===== config.mk =====
export PLATFORM = sky130hd
export DESIGN_NAME = stpdec_top
export DESIGN_NICKNAME = d
export VERILOG_FILES = /design/src/hdl/stpdec_pkg.sv /design/src/hdl/stpdec_table.sv /design/src/hdl/stpdec_top.sv
export SDC_FILE = /design/constraint.sdc
export NUM_CORES = 1
export LEC_CHECK = 0
export BUFFER_PORTS_ARGS = -buffer_cell sky130_fd_sc_hd__buf_2
export CORE_MARGIN = 4
export CORE_UTILIZATION = 40
export DETAILED_ROUTE_END_ITERATION = 12
export GPL_TIMING_DRIVEN = 0
export PLACE_DENSITY = 0.66
export SLEW_MARGIN = 30
export SYNTH_ARGS = -nofsm -noshare
export SYNTH_HDL_FRONTEND = slang
export SYNTH_SLANG_ARGS = --single-unit

===== constraint.sdc =====
create_clock -name clock -period 11.4 [get_ports clock]
set_input_delay 2.28 -clock clock [delete_from_list [all_inputs] [get_ports clock]]
set_output_delay 2.28 -clock clock [all_outputs]
set_load 0.01 [all_outputs]

===== src/hdl/stpdec_pkg.sv =====
package stpdec_pkg;

  // Register byte offsets.
  localparam logic [3:0] REG_CTRL    = 4'h0;
  localparam logic [3:0] REG_SW_RES  = 4'h4;
  localparam logic [3:0] REG_SW_CUR  = 4'h8;
  localparam logic [3:0] REG_STATUS  = 4'hC;

  // Control register fields.
  localparam int CTRL_SOFT_BIT  = 0;
  localparam int CTRL_CWCCW_BIT = 1;
  localparam int CTRL_FALL_BIT  = 2;
  localparam int CTRL_ALLOW_BIT = 3;
  localparam logic [31:0] CTRL_RESET = 32'h0000_0000;

  // Resolution in steps per revolution, current in tenths of an amp.
  localparam logic [16:0] RES_MAX     = 17'h1_9000;
  localparam logic [16:0] RES_MIN     = 17'h0_00C8;
  localparam logic [16:0] RES_RESET   = 17'h0_00C8;
  localparam logic [6:0]  CUR_MIN     = 7'h05;
  localparam logic [6:0]  CUR_MAX     = 7'h46;
  localparam logic [6:0]  CUR_RESET   = 7'h1A;
  localparam logic [16:0] FULL_STEPS  = 17'h0_00C8;

  // Reduced current share in percent.
  localparam logic [13:0] IDLE_PCT    = 14'h003C;
  localparam logic [13:0] PCT_DIV     = 14'h0064;

  // Idle interval and direction setup times.
  localparam int CLK_MHZ       = 100;
  localparam int IDLE_MS       = 1000;
  localparam int IDLE_CYCLES   = IDLE_MS * 1000 * CLK_MHZ;
  localparam int SETUP_US      = 5;
  localparam int SETUP_CYCLES  = SETUP_US * CLK_MHZ;

  localparam logic [1:0] RESP_OKAY   = 2'b00;
  localparam logic [1:0] RESP_SLVERR = 2'b10;

  typedef struct packed {
    logic [16:0] steps_rev;
    logic [6:0]  run_cur;
    logic [6:0]  hold_cur;
    logic [6:0]  out_cur;
  } stpdec_set_type;

  typedef struct packed {
    logic step;
    logic dir;
    logic allow;
  } stpdec_ctl_type;

endpackage


===== src/hdl/stpdec_table.sv =====
`timescale 1ns/1ps
module stpdec_table
  import stpdec_pkg::*;
(
  input  wire logic [3:0]  res_sw,
  input  wire logic [2:0]  cur_sw,
  output logic      [16:0] sw_steps,
  output logic             sw_res_dflt,
  output logic      [6:0]  sw_cur,
  output logic             sw_cur_dflt
);

  // Switch ON reads as 0 on res pins and as 1 on cur pins, as wired.
  wire [2:0]  res_idx  = res_sw[2:0];
  wire        res_fine = res_sw[3];
  wire [7:0]  micro    = res_fine ? pick_fine(res_idx) : pick_bin(res_idx);

  function automatic logic [7:0] pick_bin(input logic [2:0] i);
    pick_bin = 8'h01 << i;
  endfunction

  function automatic logic [7:0] pick_fine(input logic [2:0] i);
    case (i)
      3'd0:    pick_fine = 8'h05;
      3'd1:    pick_fine = 8'h0A;
      3'd2:    pick_fine = 8'h14;
      3'd3:    pick_fine = 8'h19;
      3'd4:    pick_fine = 8'h28;
      3'd5:    pick_fine = 8'h32;
      3'd6:    pick_fine = 8'h64;
      default: pick_fine = 8'h7D;
    endcase
  endfunction

  function automatic logic [6:0] pick_cur(input logic [2:0] i);
    case (i)
      3'd1:    pick_cur = 7'h1A;
      3'd2:    pick_cur = 7'h22;
      3'd3:    pick_cur = 7'h28;
      3'd4:    pick_cur = 7'h30;
      3'd5:    pick_cur = 7'h36;
      3'd6:    pick_cur = 7'h3D;
      3'd7:    pick_cur = 7'h46;
      default: pick_cur = CUR_RESET;
    endcase
  endfunction

  assign sw_res_dflt = (res_sw == 4'h0);
  assign sw_steps    = 17'(micro * FULL_STEPS);
  assign sw_cur      = pick_cur(cur_sw);
  assign sw_cur_dflt = (cur_sw == 3'b000);

endmodule // stpdec_table


===== src/hdl/stpdec_top.sv =====
`timescale 1ns/1ps
module stpdec_top
  import stpdec_pkg::*;
#(
  parameter int IDLE_COUNT = IDLE_CYCLES
)
(
  input  wire logic        clock,
  input  wire logic        rst_b,
  input  wire logic        res_b0,
  input  wire logic        res_b1,
  input  wire logic        res_b2,
  input  wire logic        res_b3,
  input  wire logic        cur_b0,
  input  wire logic        cur_b1,
  input  wire logic        cur_b2,
  input  wire logic        idle_full,
  input  wire logic        step_pulse,
  input  wire logic        rotation_sense,
  input  wire logic        drive_allow,
  input  wire logic [31:0] s_axi_awaddr,
  input  wire logic        s_axi_awvalid,
  output logic             s_axi_awready,
  input  wire logic [31:0] s_axi_wdata,
  input  wire logic [3:0]  s_axi_wstrb,
  input  wire logic        s_axi_wvalid,
  output logic             s_axi_wready,
  output logic [1:0]       s_axi_bresp,
  output logic             s_axi_bvalid,
  input  wire logic        s_axi_bready,
  input  wire logic [31:0] s_axi_araddr,
  input  wire logic        s_axi_arvalid,
  output logic             s_axi_arready,
  output logic [31:0]      s_axi_rdata,
  output logic [1:0]       s_axi_rresp,
  output logic             s_axi_rvalid,
  input  wire logic        s_axi_rready,
  output stpdec_pkg::stpdec_set_type setting,
  output logic             step_event,
  output logic             step_dir,
  output logic             drive_on,
  output logic             idle_reduced
);
  import stpdec_pkg::*;

  localparam int CW = $clog2(IDLE_COUNT + 1);

  // Two-stage synchronisers for all pin inputs except rst_b.
  logic [10:0] pin_s1;
  logic [10:0] pin_s2;
  wire  [10:0] pins = {idle_full, step_pulse, rotation_sense, drive_allow,
                       cur_b2, cur_b1, cur_b0, res_b3, res_b2, res_b1, res_b0};

  always_ff @(posedge clock)
  begin
    pin_s1 <= pins;
    pin_s2 <= pin_s1;
  end

  wire [3:0] res_sync   = pin_s2[3:0];
  wire [2:0] cur_sync   = pin_s2[6:4];
  wire       allow_sync = pin_s2[7];
  wire       dir_sync   = pin_s2[8];
  wire       step_sync  = pin_s2[9];
  wire       full_sync  = pin_s2[10];

  // Software registers.
  logic [31:0] ctrl;
  logic [16:0] soft_res;
  logic [6:0]  soft_cur;

  // AXI4-Lite write channel: address and data may arrive in either order.
  logic        aw_held;
  logic        w_held;
  logic [31:0] aw_addr;
  logic [31:0] w_data;
  logic [3:0]  w_strb;

  wire aw_fire  = s_axi_awvalid && s_axi_awready;
  wire w_fire   = s_axi_wvalid && s_axi_wready;
  wire wr_go    = aw_held && w_held && !s_axi_bvalid;

  assign s_axi_awready = !aw_held && !s_axi_bvalid;
  assign s_axi_wready  = !w_held && !s_axi_bvalid;

  // A register answers only at its exact word address, so aliases are refused.
  function automatic logic hit(input logic [31:0] addr, input logic [3:0] reg_off);
    hit = (addr == {28'h000_0000, reg_off});
  endfunction

  wire wr_ctrl = wr_go && hit(aw_addr, REG_CTRL);
  wire wr_res  = wr_go && hit(aw_addr, REG_SW_RES);
  wire wr_cur  = wr_go && hit(aw_addr, REG_SW_CUR);
  wire wr_ok   = wr_ctrl || wr_res || wr_cur;

  function automatic logic [31:0] merge(input logic [31:0] old, input logic [31:0] nw,
                                        input logic [3:0] be);
    for (int i = 0; i < 4; i++)
      merge[i*8 +: 8] = be[i] ? nw[i*8 +: 8] : old[i*8 +: 8];
  endfunction

  wire [31:0] res_word  = merge({15'h0000, soft_res}, w_data, w_strb);
  wire [31:0] cur_word  = merge({25'h000_0000, soft_cur}, w_data, w_strb);
  wire [16:0] res_clip  = (res_word[31:17] != 15'h0000 || res_word[16:0] > RES_MAX) ? RES_MAX :
                          (res_word[16:0] < RES_MIN) ? RES_MIN : res_word[16:0];
  wire [6:0]  cur_clip  = (cur_word[31:7] != 25'h000_0000 || cur_word[6:0] > CUR_MAX) ? CUR_MAX :
                          (cur_word[6:0] < CUR_MIN) ? CUR_MIN : cur_word[6:0];

  always_ff @(posedge clock)
  begin
    if (!rst_b)
    begin
      aw_held      <= 1'b0;
      w_held       <= 1'b0;
      aw_addr      <= 32'h0000_0000;
      w_data       <= 32'h0000_0000;
      w_strb       <= 4'h0;
      s_axi_bvalid <= 1'b0;
      s_axi_bresp  <= RESP_OKAY;
    end
    else
    begin
      if (aw_fire)
      begin
        aw_held <= 1'b1;
        aw_addr <= s_axi_awaddr;
      end
      if (w_fire)
      begin
        w_held <= 1'b1;
        w_data <= s_axi_wdata;
        w_strb <= s_axi_wstrb;
      end
      if (wr_go)
      begin
        aw_held      <= 1'b0;
        w_held       <= 1'b0;
        s_axi_bvalid <= 1'b1;
        s_axi_bresp  <= wr_ok ? RESP_OKAY : RESP_SLVERR;
      end
      else if (s_axi_bvalid && s_axi_bready)
        s_axi_bvalid <= 1'b0;
    end
  end

  always_ff @(posedge clock)
  begin
    if (!rst_b)
    begin
      ctrl     <= CTRL_RESET;
      soft_res <= RES_RESET;
      soft_cur <= CUR_RESET;
    end
    else
    begin
      if (wr_ctrl)
        ctrl <= merge(ctrl, w_data, w_strb) & 32'h0000_000F;
      if (wr_res)
        soft_res <= res_clip;
      if (wr_cur)
        soft_cur <= cur_clip;
    end
  end

  // Read channel.
  wire        rd_go   = s_axi_arvalid && s_axi_arready;
  wire [31:0] rd_addr = s_axi_araddr;
  wire [31:0] status_word;
  wire [31:0] rd_word = hit(rd_addr, REG_CTRL)   ? ctrl :
                        hit(rd_addr, REG_SW_RES) ? {15'h0000, soft_res} :
                        hit(rd_addr, REG_SW_CUR) ? {25'h000_0000, soft_cur} :
                        hit(rd_addr, REG_STATUS) ? status_word : 32'h0000_0000;
  wire        rd_ok   = hit(rd_addr, REG_CTRL) || hit(rd_addr, REG_SW_RES) ||
                        hit(rd_addr, REG_SW_CUR) || hit(rd_addr, REG_STATUS);

  assign s_axi_arready = !s_axi_rvalid;

  always_ff @(posedge clock)
  begin
    if (!rst_b)
    begin
      s_axi_rvalid <= 1'b0;
      s_axi_rdata  <= 32'h0000_0000;
      s_axi_rresp  <= RESP_OKAY;
    end
    else if (rd_go)
    begin
      s_axi_rvalid <= 1'b1;
      s_axi_rdata  <= rd_word;
      s_axi_rresp  <= rd_ok ? RESP_OKAY : RESP_SLVERR;
    end
    else if (s_axi_rready)
      s_axi_rvalid <= 1'b0;
  end

  // Switch decoding.
  wire [16:0] sw_steps;
  wire        sw_res_dflt;
  wire [6:0]  sw_cur;
  wire        sw_cur_dflt;

  stpdec_table u_table (
    .res_sw      (res_sync),
    .cur_sw      (cur_sync),
    .sw_steps    (sw_steps),
    .sw_res_dflt (sw_res_dflt),
    .sw_cur      (sw_cur),
    .sw_cur_dflt (sw_cur_dflt)
  );

  wire soft_mode = ctrl[CTRL_SOFT_BIT];
  wire [16:0] next_steps = (soft_mode || sw_res_dflt) ? soft_res : sw_steps;
  wire [6:0]  next_run   = (soft_mode || sw_cur_dflt) ? soft_cur : sw_cur;
  wire [6:0]  half_cur   = {1'b0, next_run[6:1]};
  wire [6:0]  next_hold  = full_sync ? next_run : half_cur;
  wire [13:0] pct_prod   = 14'(next_run * IDLE_PCT);
  wire [6:0]  reduced    = 7'(pct_prod / PCT_DIV);

  // Step edge detection; in pulse/pulse mode either line is a step.
  logic step_q;
  logic dir_q;
  wire  cwccw     = ctrl[CTRL_CWCCW_BIT];
  wire  fall_edge = ctrl[CTRL_FALL_BIT];
  wire  step_edge = fall_edge ? (step_q && !step_sync) : (!step_q && step_sync);
  wire  ccw_edge  = fall_edge ? (dir_q && !dir_sync) : (!dir_q && dir_sync);
  wire  next_event = cwccw ? (step_edge || ccw_edge) : step_edge;
  wire  next_dir   = cwccw ? ccw_edge : dir_sync;

  // Idle counter.
  logic [CW-1:0] idle_cnt;
  wire  idle_done = (idle_cnt == CW'(IDLE_COUNT));

  always_ff @(posedge clock)
  begin
    if (!rst_b)
    begin
      step_q   <= 1'b0;
      dir_q    <= 1'b0;
      idle_cnt <= '0;
    end
    else
    begin
      step_q <= step_sync;
      dir_q  <= dir_sync;
      if (next_event)
        idle_cnt <= '0;
      else if (!idle_done)
        idle_cnt <= idle_cnt + 1'b1;
    end
  end

  // Idle current: the lower of the standstill setting and the 60 percent cap.
  wire [6:0] idle_cur = (next_hold < reduced) ? next_hold : reduced;
  wire       next_on  = allow_sync ^ ctrl[CTRL_ALLOW_BIT];

  always_ff @(posedge clock)
  begin
    if (!rst_b)
    begin
      setting      <= '{steps_rev: RES_RESET, run_cur: CUR_RESET, hold_cur: CUR_RESET, out_cur: CUR_RESET};
      step_event   <= 1'b0;
      step_dir     <= 1'b0;
      drive_on     <= 1'b0;
      idle_reduced <= 1'b0;
    end
    else
    begin
      setting.steps_rev <= next_steps;
      setting.run_cur   <= next_run;
      setting.hold_cur  <= next_hold;
      setting.out_cur   <= idle_done ? idle_cur : next_run;
      step_event        <= next_event && next_on;
      step_dir          <= next_dir;
      drive_on          <= next_on;
      idle_reduced      <= idle_done;
    end
  end

  assign status_word = {2'h0, idle_reduced, drive_on, step_dir, setting.out_cur,
                        sw_cur_dflt, sw_res_dflt, soft_mode, setting.steps_rev};

  property p_idle;
    @(posedge clock) disable iff (!rst_b) next_event |=> ##1 !idle_reduced;
  endproperty
  idle_restart_a: assert property (p_idle) else $error("idle flag not cleared by step");

  out_full_a: assert property (@(posedge clock) disable iff (!rst_b)
    !idle_reduced |-> setting.out_cur == setting.run_cur)
    else $error("running current wrong");

  out_reduced_a: assert property (@(posedge clock) disable iff (!rst_b)
    idle_reduced |-> setting.out_cur <= setting.run_cur)
    else $error("reduced current above run current");

  hold_half_a: assert property (@(posedge clock) disable iff (!rst_b)
    $stable(full_sync) && $stable(next_run) && !full_sync |=> setting.hold_cur == {1'b0, setting.run_cur[6:1]})
    else $error("standstill not half");

  soft_cur_a: assert property (@(posedge clock) disable iff (!rst_b)
    soft_mode |=> setting.run_cur == $past(soft_cur))
    else $error("software current not used");

  cur_range_a: assert property (@(posedge clock) disable iff (!rst_b)
    soft_cur >= CUR_MIN && soft_cur <= CUR_MAX)
    else $error("software current out of range");

  step_gate_a: assert property (@(posedge clock) disable iff (!rst_b)
    step_event |-> drive_on)
    else $error("step passed while drive off");

  sw_res_a: assert property (@(posedge clock) disable iff (!rst_b)
    !soft_mode && !sw_res_dflt |=> setting.steps_rev == $past(sw_steps))
    else $error("switch resolution not used");

endmodule // stpdec_top


## After elaboration in Yosys (flattened, before gate mapping)

Index checks and enable logic that the tools add are counted.

| storage, ports and cells | value |
|---|---|
| word-level logic and storage cells | 137 |
| output and inout port bits | 83 |
| input port bits | 118 |
| bits in registers | 229 |

| cells by class | value |
|---|---|
| reductions and logical operators | 47 |
| bitwise operators | 2 |
| eq/ne operators | 18 |
| $lt $le $gt $ge | 5 |
| add/sub/neg operators | 1 |
| mux-type cells | 33 |
| shifts and indexed selects | 1 |
| divide/modulo/power cells | 1 |
| multiply operators | 2 |

Operators by type and width:

| kind | count |
|---|---|
| two-way mux 30 bit | 4 |
| == test 32 x 4 -> 1 bit, second input constant | 3 |
| == test 32 x 3 -> 1 bit, second input constant | 2 |
| logical NOT 32 bit | 2 |
| two-way mux 8 bit | 8 |
| one-hot mux 7 bit (7 select lines) | 1 |
| two-way mux 7 bit | 6 |
| one-hot mux 7 bit (6 select lines) | 1 |
| two-way mux 17 bit | 2 |
| adder 27 x 1 -> 27 bit, second input constant | 1 |
| == test 27 bit, second input constant | 1 |
| nonzero test 25 bit | 1 |
| == test 3 bit, second input constant | 7 |
| greater-than comparator 17 bit, second input constant | 1 |
| < comparator 17 x 8 -> 1 bit, second input constant | 1 |
| logical AND 1 bit | 16 |
| two-way mux 16 bit | 1 |
| nonzero test 15 bit | 1 |
| divider 13 x 7 -> 14 bit, second input constant | 1 |
| multiplier 8 x 5 -> 13 bit, second input constant | 1 |
| == test 3 x 2 -> 1 bit, second input constant | 4 |
| multiplier 7 x 4 -> 11 bit, second input constant | 1 |
| logical OR 1 bit | 10 |
| logical NOT 1 bit | 8 |
| 14 further kinds | 26 |

## Depth between registers and ports, before layout

| logic depth | value |
|---|---|
| word-level depth | 8 |
| gate-level depth with buffers | 37 |
| mapped depth without buffers | 35 |

## Modules after synthesis

A second synthesis with hierarchy kept.

| unflattened totals | value |
|---|---|
| cells, all modules | 1515 |
| area, all modules | 12748.5 µm² |

Modules (own cells, without submodules):

| module | cells an instance | times used | area each (µm²) | seq. area each (µm²) |
|---|---|---|---|---|
| stpdec_top | 1392 | 1 | 11818.8 | 4504.3 |
| stpdec_table | 123 | 1 | 929.6 | 0.0 |

## Worst setup path after synthesis

OpenSTA, ideal clock, no wires.

| path | value |
|---|---|
| path kind | register -> register |
| start point | register pin_s2[5] |
| end point | register setting[5] in the netlist's numbering |
| slack | 3381 ps |
| library setup time | 115 ps |
| data required time | 11285 ps |
| arrival | 7904 ps |
| path buffers | 2 |
| stages on the path, launching flop included | 35 |
| period minus slack after synthesis | 8019 ps |
| path through | dfxtp_1 clkbuf_1 nor3_1 or2_2 a22oi_1 inv_1 ha_1 fa_1 inv_1 fa_1 nand2b_2 a211oi_2 o41ai_1 or2_1 buf_6 nor4_2 nor3_2 o31a_4 o2111a_1 or2_1 xor2_1 mux2_2 o21ai_4 inv_2 mux2i_4 nand2b_1 a21o_1 inv_1 ha_1 a2111oi_0 nor2_1 a21oi_1 o31ai_4 mux2_4 o21a_1 |

| on the way | value |
|---|---|
| cells in the longest elaborated chain, start to end | 8 |
| elaborated cells between the ends (all ways) | 16 |
| classes of those cells | mul: 1; div: 1; order compare: 1; eq/ne: 6; mux: 5; reduce/logical: 2 |

RTL lines:

| element | line | RTL |
|---|---|---|
| from (decl) | stpdec_top.sv:50 | `logic [10:0] pin_s2;` |
| from (signal assigned) | stpdec_top.sv:57 | `pin_s2 <= pin_s1;` |
| == test 3 bit (tied with other cells) | stpdec_table.sv:36 | `case (i)` |
| one-hot mux 7 bit (6 select lines) / logical OR 1 bit (equally long branches) | stpdec_table.sv:36, stpdec_top.sv:213 |  |
| two-way mux 7 bit * | stpdec_top.sv:213 | `wire [6:0] next_run = (soft_mode \|\| sw_cur_dflt) ? soft_cur : sw_cur;` |
| net next_run[0] | stpdec_top.sv:213 |  |
| multiplier 7 x 4 -> 11 bit | stpdec_top.sv:216 | `wire [13:0] pct_prod = 14'(next_run * IDLE_PCT);` |
| divider 13 x 7 -> 14 bit | stpdec_top.sv:217 | `wire [6:0] reduced = 7'(pct_prod / PCT_DIV);` |
| < comparator 7 bit | stpdec_top.sv:253 | `wire [6:0] idle_cur = (next_hold < reduced) ? next_hold : reduced;` |
| two-way mux 7 bit * | stpdec_top.sv:253 |  |
| two-way mux 7 bit * | stpdec_top.sv:271 | `setting.out_cur <= idle_done ? idle_cur : next_run;` |
| to (signal assigned) | stpdec_top.sv:260 | `setting <= '{steps_rev: RES_RESET, run_cur: CUR_RESET, hold_cur: CUR_RESET, out_cur: CUR_RESET};` |
| to (decl) | stpdec_top.sv:38 | `output stpdec_pkg::stpdec_set_type setting,` |

Mark *: on every way through the listed nets, which the timed path passes. The rest lies on a longest branch.
A chain may end at the register's enable or synchronous reset.

## Worst setup path in the final report

Same ends and word-level chain as after synthesis.

==> results.ini <==
[synth]
synth_area_leaders = dfxtp_1 (39%), nand2_1 (7.9%), a21oi_1 (7.1%)
synth_area_per_cell_um2 = 8.270
synth-main-ff-cell = dfxtp_1
synth_seq_cells = 225
yosysWarnings = 0
yosysTopAreaCell = dfxtp_1
ys_seq_area_share_pct = 39.16
yosysTopAreaCellShare_pct = 39.16
synth_area_mm2 = 0.01150
synth_edf_count = 0
synth.distinct_cells = 95
postSynthCellCount = 1391
async_reset_ff_share_pct = 0

[timing]
drv_slew = 0
setup_violations = 0
period_share_pct = 83.71
slew_headroom_pct = 43.16
fin_crit_ns = 9.543
fmax_mhz = 104.8
worst_clock_skew_ns = 0.01679
hold_violations = 0
rsz0062_at_grt = no
layout_setup_ws_ns = 1.857
finalSetupTns_ns = 0
worst_slew_pin_slew_ns = 0.8526

[power_and_ir_drop]
p_leak_nw = 5.860
p_comb_share_pct = 55.1
power.density_mw_per_mm2 = 273.7
sw_frac_of_total_pct = 42.91
irDropWorstVdd_uv = 250.3
seq_power_share_pct = 22.3
power.switching_mw = 1.627
intPower_mw = 2.164
pwr-share-clk_pct = 22.6

[critical_path]
cp.arrival_ns = 9.96
r2r_cells = 33
cp_max_fo = 8
cp.buffers_inverters = 5
r2r-end = setting[5]$_SDFF_PN0_
critPathCaptureType = flip-flop
critPathTopFamily = compound AO/OA/AOI/OAI gates
cp.required_ns = 11.82
critPathLaunchType = flip-flop
critPathSlowestCell = a22oi_1
cpPeakStageDelay_ns = 0.70
critPathKind = flip-flop to flip-flop
regToRegStartpoint = pin_s2[5]$_DFF_P_
ff2ff_setup_slack_ns = 1.86

[finish]
drive_gt1_share_pct = 18.24
synthToLayoutAreaGrowth_pct = 20.40
diodes = 0
final_nets = 1798
mostFrequentLayoutCell = nand2_1
final_cell_mix = nand2_1 (243), dfxtp_1 (225), buf_2 (194), a21oi_1 (163), nor2_1 (149)
fill_cells = 2818

[cts]
max-clock-path-buffers = 3
clk_latency_ns = 0.53
clkTransAtPathRegs_ns = 0.07
cts_setup_buffers = 0
cts-htree-levels = 1
postCtsHoldBufs = 0
cts-root-buf = clkbuf_16
cts.sinks = 225
cts_resized = 0
tritoncts = built
numCtsBuffers = 25

[placed_design]
dp_hpwl_um = 26310
dp_slack_ns = 1.969
place.gp.congestion = 0.8931
portBuffers = 194

[grt]
grt_pass1_wl_um = 53190
antenna_found_initial = 1
grt_pass1_vias = 10010
grt_overflow = 0
grt_max_degree = 14
grtUsageTotal_pct = 20.79

[min_path]
hold_path_end = pin_s2[6]$_DFF_P_
worstHoldStart = pin_s1[6]$_DFF_P_
hold_class = flip-flop to flip-flop
hold_depth = 0

[routing]
drt_iter0_drc = 941
num_vias = 10590
drc = 0
routed_wl_um = 33800
drt-pass1-iter-count = 5
antenna_left = 0
routedWlPerCell_um = 16.80
avgViaCountPerCell = 5.265

[die]
die_w_um = 177.6
core_area_mm2 = 0.02809
start_util_pct = 40.96
die_y_um = 177.6
ios = 201
dieArea_mm2 = 0.03154
placementRows = 61

[flow_run]
cap_violations = 0

[status]
status = finished, final reports clean

==> state kept, by name (all words and copies together), names as in the netlist <==
register      count
setting          38
aw_addr          32
w_data           32
s_axi_rdata      30
idle_cnt         27
soft_res         17
pin_s1           11
pin_s2           11
soft_cur          7
ctrl              4
w_strb            4
aw_held           1
dir_q             1
drive_on          1
idle_reduced      1
s_axi_bresp       1
s_axi_bvalid      1
s_axi_rresp       1
s_axi_rvalid      1
step_dir          1
step_event        1
step_q            1
w_held            1
==> kinds of logic (layout without fill, tap and decap cells) <==
| kind of cell | after synthesis | in the layout | synth area share, % |
|---|---|---|---|
| xor gates and xnor gates | 42 | 42 | 3.328 |
| AOI/OAI and AO/OA | 329 | 329 | 18.78 |
| other | 1 | 4 | 0.03260 |
| and+or+nand+nor | 564 | 564 | 22.19 |
| muxes | 41 | 41 | 4.220 |
| buffers and inverters | 124 | 364 | 4.307 |
| DFF | 225 | 225 | 39.16 |
| adders and majority gates | 65 | 65 | 7.983 |
==> power groups by stage <==
stage / Clock (mW) / Combinational [mW] / Sequential [mW]
detailed placement: 0 / 2.06 / 0.863
finish: 0.855 / 2.09 / 0.846
global placement: 0 / 2.04 / 0.862
floorplan: 0 / 1.65 / 0.861
global route: 0.903 / 2.32 / 0.850
CTS: 0.869 / 2.07 / 0.846
==> cell usage after synthesis, types with 13 or more instances <==
cell type	instances
nand2_1	243
a22oi_1	23
nor2_1	149
xor2_1	19
nor4_1	24
o21ai_0	34
clkbuf_1	52
and3_1	13
nand3_1	24
dfxtp_1	225
a21oi_1	163
fa_1	14
inv_1	57
mux2i_1	29
nor3_1	18
ha_1	51
nand4_1	15
xnor2_1	21
==> worst max-delay path by stage <==
stage / start / cells after the start / slack (ns) / to
after floorplan: pin_s2[5]$_DFF_P_ / 34 / 3.38 / setting[5]$_SDFF_PN0_
after global placement: pin_s2[5]$_DFF_P_ / 33 / 2.00 / setting[5]$_SDFF_PN0_
after detailed placement: pin_s2[5]$_DFF_P_ / 33 / 1.97 / setting[5]$_SDFF_PN0_
after CTS: pin_s2[5]$_DFF_P_ / 33 / 1.95 / setting[5]$_SDFF_PN0_
after global routing: pin_s2[5]$_DFF_P_ / 33 / 1.05 / setting[5]$_SDFF_PN0_
final: pin_s2[5]$_DFF_P_ / 33 / 1.86 / setting[5]$_SDFF_PN0_
==> cell type report <==
type / instances / area, µm² / area share [%]
Buffer: 65 / 274.0 / 1.978
Clock buffer: 35 / 733.2 / 5.294
Clock inverter: 11 / 158.9 / 1.147
Inverter: 59 / 221.5 / 1.599
Multi-Input combinational cell: 1045 / 6515 / 47.04
Sequential cell: 225 / 4504 / 32.52
Tap cell: 378 / 473.0 / 3.415
Timing Repair Buffer: 194 / 970.9 / 7.010
==> routing by layer <==
metal / part of all wire, % / vias up / wire, µm / global-route usage [%]
met1: 47 / 4923 / 15790 / 29.22
met3: 6.0 / 46 / 2012 / 3.132
li1: - / 5292 / - / -
met5: 0.036 / - / 12 / 0
met2: 45 / 330 / 15280 / 33.90
met4: 2.1 / 2 / 707 / 4.705
==> through the flow <==
step	total power, mW	util, %	cells	hold slack [ns]	cell area (µm²)
after floorplan	2.508	-	1394	0.3096	11510
after global placement	2.906	46.14	1966	0.3132	12960
after detailed placement	2.923	46.14	1966	0.3128	12960
after CTS	3.787	49.31	2012	0.3273	13850
after global routing	4.070	49.31	2012	0.3317	13850
final	3.791	49.31	2012	0.3266	13850
No activity file was read; power rests on OpenSTA's default activity.
